`src/include/shhc_pkg.sv`:
```
// Purpose: Shared constants and types for the sonic head heater supervisor.
// Assumes: Temperatures are signed 12-bit values in units of 1/16 degC.
// Notes: Timing figures are kept in their own units; cycle counts derive from them.
// Functional notes
// - Drive two heater zones: arms/strut zone 1, transducer fingers zone 2.
// - Frost mode below 2 degC ambient keeps transducers above dew point.
// - Enter de-icing when diagnostic flag share over 60 s exceeds 25 percent.
// - In de-icing raise heater level one step every 15 minutes.
// - Flag share below 25 percent clears blockage, back to frost mode.
// - Never heat transducer or arm above 38 degC.
// - Any head temperature above 45 degC switches all heaters off.
// - Arm/transducer spread above 15 degC is a failure: heaters off, halt.
package shhc_pkg;

	localparam int unsigned CLK_FREQ_HZ  = 10_000_000;
	localparam int unsigned TICK_PERIOD_S = 1;
	localparam int unsigned SEC_CYCLES   = CLK_FREQ_HZ * TICK_PERIOD_S;
	localparam int unsigned FLAG_WIN_S   = 60;
	localparam int unsigned DEICE_STEP_MIN = 15;
	localparam int unsigned DEICE_STEP_S = DEICE_STEP_MIN * 60;
	localparam int unsigned FLAG_PCT     = 25;
	localparam int unsigned FLAG_SCALE   = 100 / FLAG_PCT;

	localparam int TEMP_W = 12;
	localparam int LVL_W  = 8;

	typedef logic signed [TEMP_W-1:0] shhc_temp_t;
	typedef logic [LVL_W-1:0]         shhc_lvl_t;

	localparam shhc_temp_t FROST_AMB_LIM = 12'sh020;
	localparam shhc_temp_t HEAT_CAP      = 12'sh260;
	localparam shhc_temp_t SHUTDOWN_LIM  = 12'sh2D0;
	localparam shhc_temp_t FAIL_DELTA    = 12'sh0F0;
	localparam shhc_temp_t DEW_MARGIN    = 12'sh010;
	localparam shhc_lvl_t  LVL_MAX       = 8'hFF;
	localparam shhc_lvl_t  LVL_ZERO      = 8'h00;
	localparam shhc_lvl_t  LVL_ONE       = 8'h01;

	typedef enum logic [1:0] {
		SHHC_IDLE,
		SHHC_FROST,
		SHHC_DEICE,
		SHHC_HALT
	} shhc_mode_t;

	typedef struct packed {
		shhc_temp_t amb;
		shhc_temp_t dew;
		shhc_temp_t arm;
		shhc_temp_t xdcr;
		logic       valid;
	} shhc_sense_t;

	typedef struct packed {
		shhc_lvl_t zone1;
		shhc_lvl_t zone2;
	} shhc_heat_t;

	typedef struct packed {
		shhc_mode_t mode;
		logic       overtemp;
		logic       fail_halt;
		logic       fail_evt;
	} shhc_stat_t;

endpackage

```
`src/logic/shhc_top.sv`:
```
// Purpose: Two-zone heater supervisor for a heated sonic anemometer head.
// Assumes: Sensor samples and diagnostic strobes arrive from logic on clk_sys.
// Notes: Heater outputs are drive levels; zero means the zone is off.
`timescale 1ns/1ps
`default_nettype none
module shhc_top #(
	parameter int unsigned SEC_CYCLES = shhc_pkg::SEC_CYCLES,
	parameter int unsigned FLAG_WIN_S = shhc_pkg::FLAG_WIN_S,
	parameter int unsigned DEICE_STEP_S = shhc_pkg::DEICE_STEP_S
) (
	input  wire logic         clk_sys,
	input  wire logic         sys_rst,
	input  wire shhc_pkg::shhc_sense_t sense,
	input  wire logic         diag_stb,
	input  wire logic         diag_flag,
	output shhc_pkg::shhc_heat_t heat,
	output shhc_pkg::shhc_stat_t stat
);

	typedef struct packed {
		logic [23:0]          sec_cnt;
		logic [11:0]          step_cnt;
		shhc_pkg::shhc_temp_t amb;
		shhc_pkg::shhc_temp_t dew;
		shhc_pkg::shhc_temp_t arm;
		shhc_pkg::shhc_temp_t xdcr;
		shhc_pkg::shhc_lvl_t  deice_lvl;
		shhc_pkg::shhc_heat_t heat;
		shhc_pkg::shhc_stat_t stat;
	} shhc_top_state_t;

	localparam logic [23:0] SEC_LAST  = 24'(SEC_CYCLES - 1);
	localparam logic [11:0] STEP_LAST = 12'(DEICE_STEP_S - 1);

	// The spread needs one bit more than a reading so the difference cannot wrap.
	localparam int TEMP_SPAN = shhc_pkg::TEMP_W + 1;

	shhc_top_state_t s_r;
	shhc_top_state_t s_nxt;
	logic            sec_tick;
	logic            win_done;
	logic            rate_high;
	logic            rate_low;
	logic            hot;
	logic            spread_bad;
	logic signed [TEMP_SPAN-1:0] spread;

	assign sec_tick = (s_r.sec_cnt == SEC_LAST);

	shhc_flag_window #(
		.WIN_S (FLAG_WIN_S),
		.CNT_W (16)
	) u_win (
		.clk_sys   (clk_sys),
		.sys_rst   (sys_rst),
		.sec_tick  (sec_tick),
		.diag_stb  (diag_stb),
		.diag_flag (diag_flag),
		.win_done  (win_done),
		.rate_high (rate_high),
		.rate_low  (rate_low)
	);

	// Nudges one zone by a single step toward keeping its sensor just above
	// the dew point, but never lets it climb once the heating cap is met.
	function automatic shhc_pkg::shhc_lvl_t shhc_regulate(
		input shhc_pkg::shhc_lvl_t  lvl,
		input shhc_pkg::shhc_temp_t temp,
		input shhc_pkg::shhc_temp_t dew
	);
		logic signed [TEMP_SPAN-1:0] target;
		target = TEMP_SPAN'(dew) + TEMP_SPAN'(shhc_pkg::DEW_MARGIN);
		if (temp >= shhc_pkg::HEAT_CAP || TEMP_SPAN'(temp) > target)
			shhc_regulate = (lvl == shhc_pkg::LVL_ZERO) ? lvl : lvl - shhc_pkg::LVL_ONE;
		else
			shhc_regulate = (lvl == shhc_pkg::LVL_MAX) ? lvl : lvl + shhc_pkg::LVL_ONE;
	endfunction

	// The de-icing level is applied unless the zone is already at the cap.
	function automatic shhc_pkg::shhc_lvl_t shhc_capped(
		input shhc_pkg::shhc_lvl_t  lvl,
		input shhc_pkg::shhc_lvl_t  want,
		input shhc_pkg::shhc_temp_t temp
	);
		if (temp >= shhc_pkg::HEAT_CAP)
			shhc_capped = (lvl == shhc_pkg::LVL_ZERO) ? lvl : lvl - shhc_pkg::LVL_ONE;
		else
			shhc_capped = want;
	endfunction

	always_comb begin
		s_nxt = s_r;
		s_nxt.stat.fail_evt = 1'b0;
		s_nxt.sec_cnt = sec_tick ? '0 : s_r.sec_cnt + 24'h000001;
		if (sense.valid) begin
			s_nxt.amb  = sense.amb;
			s_nxt.dew  = sense.dew;
			s_nxt.arm  = sense.arm;
			s_nxt.xdcr = sense.xdcr;
		end
		hot = s_r.arm > shhc_pkg::SHUTDOWN_LIM || s_r.xdcr > shhc_pkg::SHUTDOWN_LIM;
		spread = TEMP_SPAN'(s_r.arm) - TEMP_SPAN'(s_r.xdcr);
		if (spread < 0)
			spread = -spread;
		spread_bad = spread > TEMP_SPAN'(shhc_pkg::FAIL_DELTA);
		s_nxt.stat.overtemp = hot;

		unique case (s_r.stat.mode)
			shhc_pkg::SHHC_HALT: begin
				// Stays here until reset even if the readings converge.
				s_nxt.stat.fail_halt = 1'b1;
			end
			shhc_pkg::SHHC_IDLE: begin
				s_nxt.heat = '0;
				if (win_done && rate_high) begin
					s_nxt.stat.mode = shhc_pkg::SHHC_DEICE;
					s_nxt.step_cnt = '0;
					s_nxt.deice_lvl = s_r.heat.zone2;
				end else if (s_r.amb < shhc_pkg::FROST_AMB_LIM)
					s_nxt.stat.mode = shhc_pkg::SHHC_FROST;
			end
			shhc_pkg::SHHC_FROST: begin
				if (win_done && rate_high) begin
					s_nxt.stat.mode = shhc_pkg::SHHC_DEICE;
					s_nxt.step_cnt = '0;
					s_nxt.deice_lvl = s_r.heat.zone2;
				end else if (s_r.amb >= shhc_pkg::FROST_AMB_LIM)
					s_nxt.stat.mode = shhc_pkg::SHHC_IDLE;
				else if (sec_tick) begin
					s_nxt.heat.zone1 = shhc_regulate(s_r.heat.zone1, s_r.arm, s_r.dew);
					s_nxt.heat.zone2 = shhc_regulate(s_r.heat.zone2, s_r.xdcr, s_r.dew);
				end
			end
			shhc_pkg::SHHC_DEICE: begin
				if (win_done && rate_low)
					s_nxt.stat.mode = shhc_pkg::SHHC_FROST;
				else if (sec_tick) begin
					if (s_r.step_cnt == STEP_LAST) begin
						s_nxt.step_cnt = '0;
						if (s_r.deice_lvl != shhc_pkg::LVL_MAX)
							s_nxt.deice_lvl = s_r.deice_lvl + shhc_pkg::LVL_ONE;
					end else
						s_nxt.step_cnt = s_r.step_cnt + 12'h001;
					s_nxt.heat.zone1 = shhc_capped(s_r.heat.zone1, s_r.deice_lvl, s_r.arm);
					s_nxt.heat.zone2 = shhc_capped(s_r.heat.zone2, s_r.deice_lvl, s_r.xdcr);
				end
			end
		endcase

		if (s_r.stat.mode != shhc_pkg::SHHC_HALT && spread_bad) begin
			s_nxt.stat.mode = shhc_pkg::SHHC_HALT;
			s_nxt.stat.fail_halt = 1'b1;
			s_nxt.stat.fail_evt = 1'b1;
		end
		// Shutdown overrides every mode; frost regulation restarts from zero afterwards, de-icing resumes at deice_lvl.
		if (hot || spread_bad || s_r.stat.mode == shhc_pkg::SHHC_HALT)
			s_nxt.heat = '0;
	end

	always_ff @(posedge clk_sys or posedge sys_rst) begin
		if (sys_rst)
			s_r <= '0;
		else
			s_r <= s_nxt;
	end

	assign heat = s_r.heat;
	assign stat = s_r.stat;

endmodule // shhc_top
`default_nettype wire

```
`src/logic/shhc_flag_window.sv`:
```
// Purpose: Measures the share of flagged anemometer samples over a fixed window.
// Assumes: Diagnostic strobes come from logic on clk_sys; sec_tick is a one-cycle enable.
// Notes: Counters saturate, so a very long window judges only its first samples.
`timescale 1ns/1ps
`default_nettype none
module shhc_flag_window #(
	parameter int unsigned WIN_S = shhc_pkg::FLAG_WIN_S,
	parameter int CNT_W = 16
) (
	input  wire logic clk_sys,
	input  wire logic sys_rst,
	input  wire logic sec_tick,
	input  wire logic diag_stb,
	input  wire logic diag_flag,
	output logic      win_done,
	output logic      rate_high,
	output logic      rate_low
);

	typedef struct packed {
		logic [7:0]       sec_cnt;
		logic [CNT_W-1:0] n_samp;
		logic [CNT_W-1:0] n_flag;
		logic             done;
		logic             hi;
		logic             lo;
	} shhc_win_state_t;

	localparam logic [7:0]       WIN_LAST = 8'(WIN_S - 1);
	localparam logic [CNT_W-1:0] CNT_MAX  = '1;

	shhc_win_state_t s_r;
	shhc_win_state_t s_nxt;
	logic [CNT_W+1:0] flag_scaled;
	logic [CNT_W+1:0] samp_wide;

	always_comb begin
		s_nxt = s_r;
		s_nxt.done = 1'b0;
		flag_scaled = (CNT_W+2)'(s_r.n_flag) * (CNT_W+2)'(shhc_pkg::FLAG_SCALE);
		samp_wide = (CNT_W+2)'(s_r.n_samp);
		if (diag_stb && s_r.n_samp != CNT_MAX) begin
			s_nxt.n_samp = s_r.n_samp + 1'b1;
			if (diag_flag)
				s_nxt.n_flag = s_r.n_flag + 1'b1;
		end
		if (sec_tick) begin
			if (s_r.sec_cnt == WIN_LAST) begin
				s_nxt.sec_cnt = '0;
				s_nxt.done = 1'b1;
				s_nxt.hi = flag_scaled > samp_wide;
				s_nxt.lo = flag_scaled < samp_wide;
				// A sample landing on the window edge opens the next window.
				s_nxt.n_samp = CNT_W'(diag_stb);
				s_nxt.n_flag = CNT_W'(diag_stb & diag_flag);
			end else begin
				s_nxt.sec_cnt = s_r.sec_cnt + 8'h01;
			end
		end
	end

	always_ff @(posedge clk_sys or posedge sys_rst) begin
		if (sys_rst)
			s_r <= '0;
		else
			s_r <= s_nxt;
	end

	assign win_done  = s_r.done;
	assign rate_high = s_r.hi;
	assign rate_low  = s_r.lo;

endmodule // shhc_flag_window
`default_nettype wire

```
`config.mk`:
```
export PLATFORM = sky130hd
export DESIGN_NAME = shhc_top
export DESIGN_NICKNAME = d
export VERILOG_FILES = /design/src/include/shhc_pkg.sv /design/src/logic/shhc_top.sv /design/src/logic/shhc_flag_window.sv
export SDC_FILE = /design/constraint.sdc
export NUM_CORES = 1
export LEC_CHECK = 0
export ABC_AREA = 1
export BUFFER_PORTS_ARGS = -buffer_cell sky130_fd_sc_hd__buf_4
export CAP_MARGIN = 10
export CORE_MARGIN = 4
export CORE_UTILIZATION = 30
export CTS_CLUSTER_SIZE = 10
export DETAILED_ROUTE_END_ITERATION = 12
export SYNTH_ARGS = -nofsm -noshare
export SYNTH_HDL_FRONTEND = slang
export SYNTH_HIERARCHICAL = 1
export SYNTH_SLANG_ARGS = --single-unit
export TNS_END_PERCENT = 50
```
`constraint.sdc`:
```
create_clock -name clk_sys -period 3.5 [get_ports clk_sys]
set_clock_uncertainty 0.05 [all_clocks]
set_input_delay 0 -clock clk_sys [delete_from_list [all_inputs] [get_ports clk_sys]]
set_output_delay 0 -clock clk_sys [all_outputs]
set_load 0.01 [all_outputs]
```
After elaboration in Yosys (flattened, before gate mapping):

Index checks and enable logic that the tools add are counted.

* add/sub/neg operators: 13
* muxes and demuxes: 38
* shift operators: 0
* eq/ne operators: 26
* div/mod/pow operators: 0
* $mul: 0
* reduce and logical (&&, ||, !) cells: 24
* bitwise logic cells: 1
* magnitude comparators: 12

Operators by type and width (count)
* 8-bit 2-to-1 mux: 12
* 16-bit 2-to-1 mux: 5
* 26-bit case mux with 3 select lines: 1
* 24-bit 2-to-1 mux: 3
* 35-bit 2-to-1 mux: 2
* 12-bit 2-to-1 mux: 4
* 16-bit by 1-bit adder with 16-bit output (second input constant): 2
* 8-bit by 1-bit adder with 8-bit output (second input constant): 4
* 32-bit 2-to-1 mux: 1
* 12-bit by 13-bit greater-than comparator with 1-bit output: 2
* 24-bit by 1-bit adder with 24-bit output (second input constant): 1
* 24-bit equality test (second input constant): 1
* 12-bit by 11-bit greater-or-equal comparator with 1-bit output (second input constant): 2
* 12-bit by 11-bit greater-than comparator with 1-bit output (second input constant): 2
* 12-bit case mux with 2 select lines: 1
* 18-bit by 16-bit greater-than comparator with 1-bit output: 1
* 18-bit by 16-bit less-than comparator with 1-bit output: 1
* 3-bit != test (second input constant): 6
* 8-bit equality test (second input constant): 2
* 8-bit logical NOT: 2
* 16-bit != test (second input constant): 1
* 4-bit != test (second input constant): 4
* 8-bit by 1-bit subtractor with 8-bit output (second input constant): 2
* 2-bit 2-to-1 mux: 7
* other kinds (29): 45

* input bits: 53
* bits in writable memories: 0
* logic and storage cells: 133
* memory bits (read-only): 0
* output and inout port bits: 21
* register bits after elaboration: 156
* latch bits: 0
* memories: 0

Logic depth before layout (Yosys ltp):

Gate-level depths: netlist (run 1).

* word-level depth: 9
* depth in mapped cells: 22

Modules after synthesis:

Netlist (run 1), hierarchy kept.

Modules (own cells, without submodules)
* shhc_top: sequential area each 2702.6 um^2, instances 1, cells an instance 1188, area an instance 8363.0 um^2
* shhc_flag_window: sequential area each 1076.0 um^2, instances 1, cells an instance 413, area an instance 2897.8 um^2

Worst setup path after synthesis (run 1):

Ideal clock, no wire load.

* path kind: register to register
* start point: register, netlist name s_r[59]
* end point: register s_r, in the netlist heat[4]
* path slack: 0.391 ns
* setup time: 0.065 ns
* data arrival time: 2.994 ns
* buffers on the path: 0
* stages on the path, launching flop included: 20
* path through: dfrtp_1 -> inv_1 -> nor3_1 -> nand3_1 -> nor3_1 -> xor2_1 -> ha_1 -> nand2_1 -> o21ai_0 -> a21oi_1 -> nand2_1 -> nand2_1 -> nand2_1 -> nand2_2 -> nand2_1 -> nor4_1 -> nand4_4 -> nand2_2 -> nand2_1 -> nand2_1

RTL lines
* end signal, assigned: RTL line shhc_top.sv:164 `s_r <= s_nxt;`
* end, declared: RTL line shhc_top.sv:38 `shhc_top_state_t s_r;`

==> results of run 1 <==
## per-layer routing
metal / vias to the layer above / global-route usage, %
met4: 0 / 4.785
met1: 4901 / 18.45
li1: 5379 / -
met3: 52 / 2.740
met2: 240 / 24.63
met5: - / 0
## cells by family after synthesis
kind of cell	count (synthesis)
AO/OA/AOI/OAI	234
XOR/XNOR	43
adder cells (fa/ha/maj)	73
buffers and inverters	279
flip-flops	151
multiplexers	10
AND/OR/NAND/NOR	811
## power by group through the flow
stage	clock [uW]	sequential [uW]	combinational, uW
floorplan	0	2040	1740
global placement	0	2110	2180
detailed placement	0	2110	2230
CTS	2050	2080	2300
global route	2120	2110	2670
finish	1980	2080	2340
## cell usage after synthesis, types with 2 or more instances
cell      number  area share (%)
a211oi_1       2            0.13
nand3_2        4            0.36
nand3_1      130             5.8
o21a_1         3            0.20
inv_1        206             6.9
o22ai_1        3            0.17
a21o_1         3            0.20
o21ai_1        4            0.18
o21bai_1       2            0.13
xor2_1        31             2.4
nand4_4        2            0.38
xnor2_1       12            0.93
dfrtp_1      151              34
and3_1         4            0.22
buf_4         24             1.6
nor3_1        41             1.8
or2_2          2            0.11
o32ai_1        2            0.16
nand4_1       29             1.6
nand2_2       15            0.83
mux2_2        10             1.0
a22o_1         4            0.31
nand3b_1       8            0.53
ha_1          72             8.0
nor4_1        14            0.78
inv_2         14            0.47
nor2_1       157             5.2
and2_1         2            0.11
nor2_2        10            0.56
a31oi_1        2            0.11
a21oi_2        2            0.16
buf_6          4            0.40
clkbuf_1      24            0.80
buf_2          6            0.27
nand3_4        2            0.31
o211ai_1       5            0.33
o21ai_0      115             5.1
nand2_1      386              13
a21oi_1       80             3.6
## through the flow
step | TNS [ps] | cells
after floorplan | 0 | 1601
after global placement | 0 | 2091
after detailed placement | -484.3 | 2091
after CTS | 0 | 2171
after global routing | -72.79 | 2178
final | 0 | 2178
## path summary, 6_finish.rpt
kind                                                start                        end  slack [ps]  cells after the start
worst max-delay path                   s_r[101]$_DFF_PP0_     u_win/s_r[3]$_DFF_PP0_         190                     12
worst min-delay path                             sense[0]        s_r[41]$_DFFE_PP0P_          80                      3
worst max register to register         s_r[101]$_DFF_PP0_     u_win/s_r[3]$_DFF_PP0_         190                     12
worst min register to register  u_win/s_r[42]$_DFFE_PP0P_  u_win/s_r[42]$_DFFE_PP0P_         420                      1
max in group asynchronous                         sys_rst        s_r[70]$_DFFE_PP0P_        2350                      4
min in group asynchronous                         sys_rst          s_r[90]$_DFF_PP0_         180                      3
## sequential cells by signal, indices dropped and copies added (netlist names)
name             cells
stat                 5
u_win/win_done       1
u_win/rate_high      1
u_win/rate_low       1
u_win/s_r           40
s_r                 87
heat                16
## final cells by class
class                      count  area, um2  share of cell area, %
inverter                     220      828.3                  6.203
sequential                   151       3779                  28.30
timing repair buffer         134       1126                  8.433
tap                          468      585.6                  4.385
antenna                        1      2.502                0.01874
clock buffer                  18      439.2                  3.289
multi-input combinational   1172       6404                  47.96
clock inverter                14      188.9                  1.415
## worst max-delay path: cells and delay by family (launching register included)
kind | cells | cell delay, ps
buffers and inverters | 5 | 1640
and+or+nand+nor | 6 | 900
DFF | 1 | 410
AOI/OAI and AO/OA | 1 | 220
## cells in the final DEF (no fill, tap or decap), types with 5 or more instances in the layout
cell           netlist  routed
nand2_1            386     386
inv_1              206     204
nor2_1             157     157
dfrtp_1            151     151
nand3_1            130     129
o21ai_0            115     113
buf_4               24      86
a21oi_1             80      79
ha_1                72      72
dlygate4sd3_1        0      48
nor3_1              41      38
xor2_1              31      30
nand4_1             29      29
clkbuf_16            0      17
inv_2               14      15
nand2_2             15      12
xnor2_1             12      12
nor4_1              14      11
mux2_2              10      10
nor2_2              10      10
nand3b_1             8       8
nand3_2              4       6
o21ai_1              4       5
o211ai_1             5       5
## repair_timing
action                                 CTS  global route
pin swaps                                0             4
buffers inserted                         0             5
setup endpoints to repair                8            17
endpoints found under the hold margin  151             0
hold buffers                            48             0
cloned                                   0             1
gates resized for setup                  1            16
==> summary.txt, run 1 <==
CTS
  – Clock sink count: 151
  – H-tree depth: 4
  – CTS buffer count: 17
  – Clk slew on worst S/H paths: 70 ps
  – Clock Latency Late Sink: 430 ps
  – CTS tree: built
  – Clock Root Buffer: clkbuf_16
  – Clock tree buffer depth: 2

Power and ir drop
  – Switching power of the nets: 2529 uW
  – Reg power frac: 32.5%
  – Max VDD drop: 0.3314 mV
  – Sw Ratio: 39.48%
  – Combinational fraction of design power: 36.6%
  – Pwr Total: 6406 uW
  – Clock power frac: 30.9%
  – Internal power: 3877 uW
  – Static Leak: 0.006455 uW
  – Power Dens Cells: 479.7 nW/um2

Synth
  – Ys async rst share: 100.0%
  – Synthesis Warnings: 6
  – Yosys reg bits: 151
  – Main combinational cell family by area after synthesis: simple AND/OR/NAND/NOR gates
  – Mux share of post-synthesis cell area: 1.000%
  – Adder-cell area share of the yosys netlist: 8.178%
  – Post-Synthesis Cells: 1601
  – Unique cell type count in the Yosys netlist: 53
  – Synthesized cell area: 11260 um2
  – Xor/xnor share of the synthesized area: 3.344%
  – Post-Synth Simple-Gate Area: 32.06%
  – Synthesized area per cell: 7.034 um2
  – Synth Flop Type: dfrtp_1
  – Compound-cell area share of the yosys netlist: 11.43%
  – Post-synth EDFFs: 0
  – Net Count, Synth: 1727
  – Sequential cell area fraction in the yosys report: 33.56%

Worst setup path
  – CP Cell Sequence: inv_2 > nor4_2 > nand2_1 > nor4_4 > buf_4 > nand3_1 > buf_4 > a21oi_2 > nand3_1 > dlygate4sd3_1 > nand2_1 > dlygate4sd3_1
  – WP data required: 3820 ps
  – CP Max Fanout: 24
  – CP Capture Type: flip-flop
  – Critical Path Max Stage Delay: 560 ps
  – Arr. time, crit path: 3630 ps
  – Startpoint Class: flip-flop
  – Type of the worst setup path: flip-flop to flip-flop
  – Slowest stage cell, crit path: dlygate4sd3_1

Outcome
  – Status: finished clean

Routing
  – Met3 wire length: 1.275 mm
  – Met1 Wirelength: 13.56 mm
  – Via/cell ratio: 4.854
  – Final wirelength: 29.29 mm
  – 1st-iter DRT viols: 669
  – Uppermost layer routed: met4
  – 1st-pass router iterations: 5
  – Final ANT Viol Nets: 0
  – Met2 wire length: 13.63 mm
  – DRC: 0
  – Avg WL per Cell: 13.45 um
  – Detailed-route via count: 10570

Floorplan
  – Die Y: 201.7 um
  – IO Pins: 74
  – Die W: 201.7 um
  – Core area: 36790 um2
  – Initial cell density of the core: 30.61%
  – # rows: 70
  – Die area: 40700 um2

Place
  – I/O Buffers: 68
  – GP Congestion: 0.9040
  – HPWL Detailed: 21.52 mm
  – Pre-CTS setup slack: -70.79 ps
  – DP Area: 12110 um2

Layout
  – Fillers: 3886
  – Area grow syn2layout: 18.58%
  – Finished Core Util: 36.30%
  – Share of layout cells above drive strength 1: 11.64%
  – Finished Cell Area: 13350 um2
  – Nets: 1822

Global route
  – Initial antenna violation count: 1
  – Pin count of the biggest net entering global routing: 77
  – Vias in the first global route: 10420
  – First-pass GRT wire length: 49.75 mm
  – Total global-route track usage: 14.45%
  – Gr ovfl total: 0

Timing
  – Relative slew margins: 36.76%
  – Fin. Hold Viols: 0
  – Worst setup margin: 191.3 ps
  – Final setup viols: 0
  – Fin crit period: 3309 ps
  – Final Cycle Share: 94.53%
  – Worst Tran Pin Value: 947.2 ps
  – Hold WS: 76.02 ps
  – FMAX: 302.2 MHz
  – Slew Limit Fails: 0

Hold path
  – Worst hold-check path type: primary input to flip-flop

Run
  – Max-cap viol count: 0
No activity file was read; power rests on OpenSTA's default activity.
==> inputs of run 2 (changes only) <==
Settings changed: HOLD_SLACK_MARGIN set to 0.1.
==> run 2 against run 1 <==
Utilization rose by 0.71 points. Setup slack improved by 1.9 ps. Final area rose by 1.9%. Combinational power barely moved. Largest power group unchanged.
==> summary.txt, run 2 (synthesis gave the netlist of run 1 again) <==
Timing
  – FMAX: 302.4 MHz (was 302.2 MHz)
  – Final Cycle Share: 94.48% (was 94.53%)
  – Relative slew margins: 36.71% (was 36.76%)
  – Fin. Hold Viols: 0 (unchanged)
  – Hold WS: 121.7 ps (was 76.02 ps)
  – Setup TNS: 0 ps (unchanged)
  – Final setup viols: 0 (unchanged)
  – Fin crit period: 3307 ps (was 3309 ps)
  – Worst Tran Pin Value: 948.0 ps (was 947.2 ps)
  – Slew Limit Fails: 0 (unchanged)

Place
  – Placed instance count: 2091 (unchanged)
  – I/O Buffers: 68 (unchanged)
  – DP Area: 12110 um2 (unchanged)
  – HPWL Detailed: 21.52 mm (unchanged)
  – GP Congestion: 0.9040 (unchanged)

Routing
  – Via/cell ratio: 4.859 (was 4.854)
  – Final wirelength: 29.63 mm (was 29.29 mm)
  – Detailed-route via count: 10710 (was 10570)
  – Met1 Wirelength: 13.75 mm (was 13.56 mm)
  – Avg WL per Cell: 13.44 um (was 13.45 um)
  – 1st-pass router iterations: 6 (was 5)
  – Met3 wire length: 1.169 mm (was 1.275 mm)
  – Final ANT Viol Nets: 0 (unchanged)
  – DRC: 0 (unchanged)
  – Met2 wire length: 13.92 mm (was 13.63 mm)
  – Uppermost layer routed: met4 (unchanged)
  – 1st-iter DRT viols: 712 (was 669)

Layout
  – Max reg flops: 87 (unchanged)
  – Most common cell after layout, fill and taps aside: nand2_1 (unchanged)
  – Nets: 1848 (was 1822)
  – Commonest cells after routing, fill and taps aside: nand2_1 (386), inv_1 (204), nor2_1 (157) (unchanged)
  – Finished Cell Area: 13610 um2 (was 13350 um2)
  – Post-route insts no fill: 2204 (was 2178)
  – Area grow syn2layout: 20.89% (was 18.58%)
  – Share of layout cells above drive strength 1: 11.47% (was 11.64%)
  – Largest Register: s_r (unchanged)

Floorplan
  – IO Pins: 74 (unchanged)
  – Die W: 201.7 um (unchanged)
  – Die Y: 201.7 um (unchanged)
  – # rows: 70 (unchanged)
  – Core area: 36790 um2 (unchanged)
  – Die area: 40700 um2 (unchanged)
  – Initial cell density of the core: 30.61% (unchanged)

Hold path
  – Hold EP: s_r[58]$_DFFE_PP0P_ (was s_r[41]$_DFFE_PP0P_)
  – Worst hold-check path type: primary input to flip-flop (unchanged)
  – Hold Startpoint: sense[0] (unchanged)
  – Hold Path Cell Cnt: 2 (was 3)

Run
  – Max-cap viol count: 0 (unchanged)

CTS
  – Clk slew on worst S/H paths: 70 ps (about the same)
  – CTS buffer count: 17 (unchanged)
  – Clock tree buffer depth: 2 (unchanged)
  – Clock sink count: 151 (unchanged)
  – CTS tree: built (unchanged)
  – H-tree depth: 4 (unchanged)
  – Clock Root Buffer: clkbuf_16 (unchanged)
  – Clock Latency Late Sink: 430 ps (about the same)

Worst setup path
  – FF-to-FF Start: s_r[101]$_DFF_PP0_ (unchanged)
  – Arr. time, crit path: 3630 ps (about the same)
  – CP Capture Type: flip-flop (unchanged)
  – Reg2reg path depth: 12 (unchanged)
  – Worst R2R End: u_win/s_r[3]$_DFF_PP0_ (unchanged)
  – CP Max Fanout: 24 (unchanged)
  – Type of the worst setup path: flip-flop to flip-flop (unchanged)
  – R2r setup slk: 190 ps (about the same)
  – Startpoint Class: flip-flop (unchanged)
  – WP data required: 3820 ps (about the same)

Global route
  – Initial antenna violation count: 1 (unchanged)
  – Vias in the first global route: 10520 (was 10420)
  – Gr ovfl total: 0 (unchanged)
  – First-pass GRT wire length: 50.23 mm (was 49.75 mm)
  – Total global-route track usage: 14.59% (was 14.45%)
  – Pin count of the biggest net entering global routing: 77 (unchanged)

Power and ir drop
  – Max VDD drop: 0.3351 mV (was 0.3314 mV)
  – Power Dens Cells: 473.3 nW/um2 (was 479.7 nW/um2)
  – Pwr Total: 6443 uW (was 6406 uW)
  – Static Leak: 0.006542 uW (was 0.006455 uW)

Outcome
  – Status: finished clean (unchanged)
## run 2: cell count changes in the layout (fill, tap and decap cells not counted), sizes merged
cell	change
dlygate4sd3	+26
## run 2: worst max-delay path by stage
stage | startpoint | endpoint | slack, ps | cells after the start
floorplan | s_r[59]$_DFFE_PP0P_ | heat[4]$_DFFE_PP0P_ | 390 | 19
global placement | s_r[59]$_DFFE_PP0P_ | heat[14]$_DFFE_PP0P_ | 50 | 18
detailed placement | s_r[59]$_DFFE_PP0P_ | heat[14]$_DFFE_PP0P_ | -70 | 18
CTS | s_r[57]$_DFFE_PP0P_ | heat[14]$_DFFE_PP0P_ | 40 | 18
global route | s_r[57]$_DFFE_PP0P_ | heat[0]$_DFFE_PP0P_ | -30 | 21
finish | s_r[101]$_DFF_PP0_ | u_win/s_r[3]$_DFF_PP0_ | 190 | 12
## run 2: layout make-up
class / instances / area (um2)
inverters: 220 / 828.3
clock buffers: 18 / 439.2
fillers: 3852 / 23170
repair buffers: 160 / 1386
multi-input cells: 1172 / 6404
clock inverters: 14 / 188.9
flip-flops and latches: 151 / 3779
well taps: 468 / 585.6
diodes: 1 / 2.502
## run 2: per-layer routing
layer | vias to the layer above | global-route usage, %
met1 | 4999 | 18.64
met4 | 0 | 5.103
met3 | 48 | 2.562
met5 | - | 0
met2 | 226 | 24.88
li1 | 5436 | -
## run 2: stage by stage
step           setup WS, ps  utilization [%]
3_3_place_gp          50.34            32.92
3_5_place_dp         -70.79            32.92
4_1_cts               44.06            36.65
5_1_grt              -32.83            37.01
2_1_floorplan         390.7                -
6_report              193.2            37.01
## run 2: critical path, stage by stage (launching register included)
cell	delay, ps
dfrtp_1	410
inv_2	80
nor4_2	310
nand2_1	150
nor4_4	210
buf_4	230
nand3_1	80
buf_4	230
a21oi_2	220
nand3_1	80
dlygate4sd3_1	560
nand2_1	70
dlygate4sd3_1	540
## run 2: report_power, final
part / internal, uW / switching, uW
logic: 836 / 1540
registers: 1900 / 185
clock network: 1170 / 823
total: 3900 / 2540
## run 2: what timing repair did
item | CTS | global route
pin swaps | 0 | 4
resized for setup | 1 | 16
setup endpoints to repair | 8 | 17
hold endpoints to repair | 157 | 0
buffers inserted | 0 | 5
hold buffers | 74 | 0
cloned | 0 | 1
==> inputs of run 3 (changes only) <==
Settings changed: CTS_BUF_LIST set to sky130_fd_sc_hd__clkbuf_16.
==> run 3 against run 2 <==
Clock power hardly changed. Power shrank 0.35%. Die area stayed put. First-iteration DRC count down 7.0%. Sequential cell count stayed put. Largest cell class unchanged.
==> summary.txt, run 3 (synthesis gave the netlist of run 1 again) <==
Floorplan
  – # rows: 70 (unchanged)
  – Die area: 40700 um2 (unchanged)
  – Die Y: 201.7 um (unchanged)
  – IO Pins: 74 (unchanged)
  – Initial cell density of the core: 30.61% (unchanged)
  – Die W: 201.7 um (unchanged)
  – Core area: 36790 um2 (unchanged)

Routing
  – DRC: 0 (unchanged)
  – 1st-pass router iterations: 5 (was 6)
  – Uppermost layer routed: met4 (unchanged)
  – Met1 Wirelength: 13.77 mm (was 13.75 mm)
  – Final wirelength: 29.65 mm (was 29.63 mm)
  – Final ANT Viol Nets: 0 (unchanged)
  – Met3 wire length: 1.185 mm (was 1.169 mm)
  – Met2 wire length: 13.90 mm (was 13.92 mm)
  – Avg WL per Cell: 13.45 um (was 13.44 um)
  – Detailed-route via count: 10740 (was 10710)
  – 1st-iter DRT viols: 662 (was 712)
  – Via/cell ratio: 4.871 (was 4.859)

CTS
  – Clock Root Buffer: clkbuf_16 (unchanged)
  – Clock Latency Late Sink: 430 ps (about the same)
  – H-tree depth: 4 (unchanged)
  – CTS buffer count: 17 (unchanged)
  – Clock sink count: 151 (unchanged)
  – Clk slew on worst S/H paths: 70 ps (about the same)
  – CTS tree: built (unchanged)
  – Clock tree buffer depth: 2 (unchanged)

Worst setup path
  – FF-to-FF Start: s_r[102]$_DFF_PP0_ (was s_r[101]$_DFF_PP0_)
  – WP data required: 3820 ps (about the same)
  – Worst R2R End: u_win/s_r[3]$_DFF_PP0_ (unchanged)
  – R2r setup slk: 200 ps (was 190 ps)
  – Startpoint Class: flip-flop (unchanged)
  – Slowest stage cell, crit path: dlygate4sd3_1 (unchanged)
  – Reg2reg path depth: 11 (was 12)
  – CP Max Fanout: 24 (unchanged)
  – CP Capture Type: flip-flop (unchanged)
  – Critical Path Max Stage Delay: 560 ps (about the same)
  – CP Cell Sequence: nor4_2 > nand2_1 > nor4_4 > buf_4 > nand3_1 > buf_4 > a21oi_2 > nand3_1 > dlygate4sd3_1 > nand2_1 > dlygate4sd3_1 (was inv_2 > nor4_2 > nand2_1 > nor4_4 > buf_4 > nand3_1 > buf_4 > a21oi_2 > nand3_1 > dlygate4sd3_1 > nand2_1 > dlygate4sd3_1)
  – Type of the worst setup path: flip-flop to flip-flop (unchanged)
  – Arr. time, crit path: 3630 ps (about the same)

Global route
  – Vias in the first global route: 10520 (about the same)
  – Gr ovfl total: 0 (unchanged)
  – Initial antenna violation count: 1 (unchanged)
  – First-pass GRT wire length: 50.23 mm (unchanged)
  – Total global-route track usage: 14.59% (unchanged)
  – Pin count of the biggest net entering global routing: 77 (unchanged)

Hold path
  – Hold EP: s_r[58]$_DFFE_PP0P_ (unchanged)
  – Worst hold-check path type: primary input to flip-flop (unchanged)
  – Hold Startpoint: sense[0] (unchanged)
  – Hold Path Cell Cnt: 2 (unchanged)

Timing
  – Hold WS: 119.4 ps (was 121.7 ps)
  – Slew Limit Fails: 0 (unchanged)
  – FMAX: 302.7 MHz (was 302.4 MHz)
  – Worst Tran Pin Value: 952.6 ps (was 948.0 ps)
  – Worst setup margin: 196.8 ps (was 193.2 ps)
  – Fin. Hold Viols: 0 (unchanged)
  – Setup TNS: 0 ps (unchanged)
  – Final setup viols: 0 (unchanged)
  – Final Cycle Share: 94.38% (was 94.48%)
  – Fin crit period: 3303 ps (was 3307 ps)
  – Relative slew margins: 36.40% (was 36.71%)

Layout
  – Commonest cells after routing, fill and taps aside: nand2_1 (386), inv_1 (204), nor2_1 (157) (unchanged)
  – Max reg flops: 87 (unchanged)
  – Area grow syn2layout: 20.80% (was 20.89%)
  – Most common cell after layout, fill and taps aside: nand2_1 (unchanged)
  – Share of layout cells above drive strength 1: 11.41% (was 11.47%)
  – Nets: 1848 (unchanged)
  – Post-route insts no fill: 2204 (unchanged)
  – Largest Register: s_r (unchanged)

Place
  – HPWL Detailed: 21.52 mm (unchanged)
  – Placed instance count: 2091 (unchanged)
  – Pre-CTS setup slack: -70.79 ps (unchanged)
  – GP Congestion: 0.9040 (unchanged)
  – I/O Buffers: 68 (unchanged)

Power and ir drop
  – Clock power frac: 30.6% (was 30.9%)
  – Switching power of the nets: 2543 uW (about the same)
  – Sw Ratio: 39.60% (was 39.47%)
  – Power Dens Cells: 472.0 nW/um2 (was 473.3 nW/um2)
  – Combinational fraction of design power: 36.9% (was 36.8%)
  – Max VDD drop: 0.3369 mV (was 0.3351 mV)
  – Pwr Total: 6420 uW (was 6443 uW)
  – Reg power frac: 32.5% (was 32.3%)
  – Internal power: 3878 uW (was 3900 uW)
  – Static Leak: 0.006537 uW (was 0.006542 uW)

Outcome
  – Status: finished clean (unchanged)

Run
  – Max-cap viol count: 0 (unchanged)
run 3: cell types whose count changed in the layout (fill, tap and decap cells not counted):
cell / before / now
clkbuf_8: 1 / 0
clkinv_1: 0 / 1
run 3: repair_timing:
| action | 4_1_cts | 5_1_grt |
|---|---|---|
| gates resized for setup | 1 | 16 |
| pin swaps | 0 | 4 |
| buffers inserted | 0 | 5 |
| gates cloned | 0 | 1 |
| hold buffers | 74 | 0 |
| hold endpoints to repair | 157 | 0 |
| endpoints found under the setup margin | 8 | 17 |
run 3: power by group through the flow:
stage	combinational, uW	clock (uW)	sequential, uW
6_report	2370	1960	2080
5_1_grt	2700	2100	2110
4_1_cts	2320	2030	2080
3_5_place_dp	2230	0	2110
3_3_place_gp	2180	0	2110
2_1_floorplan	1740	0	2040
run 3: how the worst max path moves through the flow:
stage	endpoint	startpoint	slack, ps
finish	u_win/s_r[3]$_DFF_PP0_	s_r[102]$_DFF_PP0_	200
floorplan	heat[4]$_DFFE_PP0P_	s_r[59]$_DFFE_PP0P_	390
CTS	heat[14]$_DFFE_PP0P_	s_r[57]$_DFFE_PP0P_	40
global route	heat[0]$_DFFE_PP0P_	s_r[57]$_DFFE_PP0P_	-30
detailed placement	heat[14]$_DFFE_PP0P_	s_r[59]$_DFFE_PP0P_	-70
global placement	heat[14]$_DFFE_PP0P_	s_r[59]$_DFFE_PP0P_	50
run 3: routing by layer:
metal,GRT usage (%),vias to the layer above
li1,-,5439
met1,18.64,5010
met2,24.88,236
met3,2.562,51
met4,5.103,0
met5,0,-
run 3: final cells by class:
cell class	count	area [um2]
inverter	220	828.3
antenna	1	2.502
clock buffer	17	425.4
tap	468	585.6
sequential	151	3779
timing repair buffer	160	1386
clock inverter	15	192.7
multi-input combinational	1172	6404
fill	3856	23180
run 3: worst max-delay path, delay by kind of cell (launching register included):
family,cells,cell delay [ps]
AO/OA/AOI/OAI,1,220
buffers and inverters,4,1570
flip-flops,1,430
AND/OR/NAND/NOR,6,970
run 3: per-stage QoR:
| stage | instance area, um2 | utilization, % |
|---|---|---|
| final | 13600 | 36.98 |
| after CTS | 13470 | 36.63 |
| after global routing | 13600 | 36.98 |
| after floorplan | 11260 | - |
| after global placement | 12110 | 32.92 |
| after detailed placement | 12110 | 32.92 |
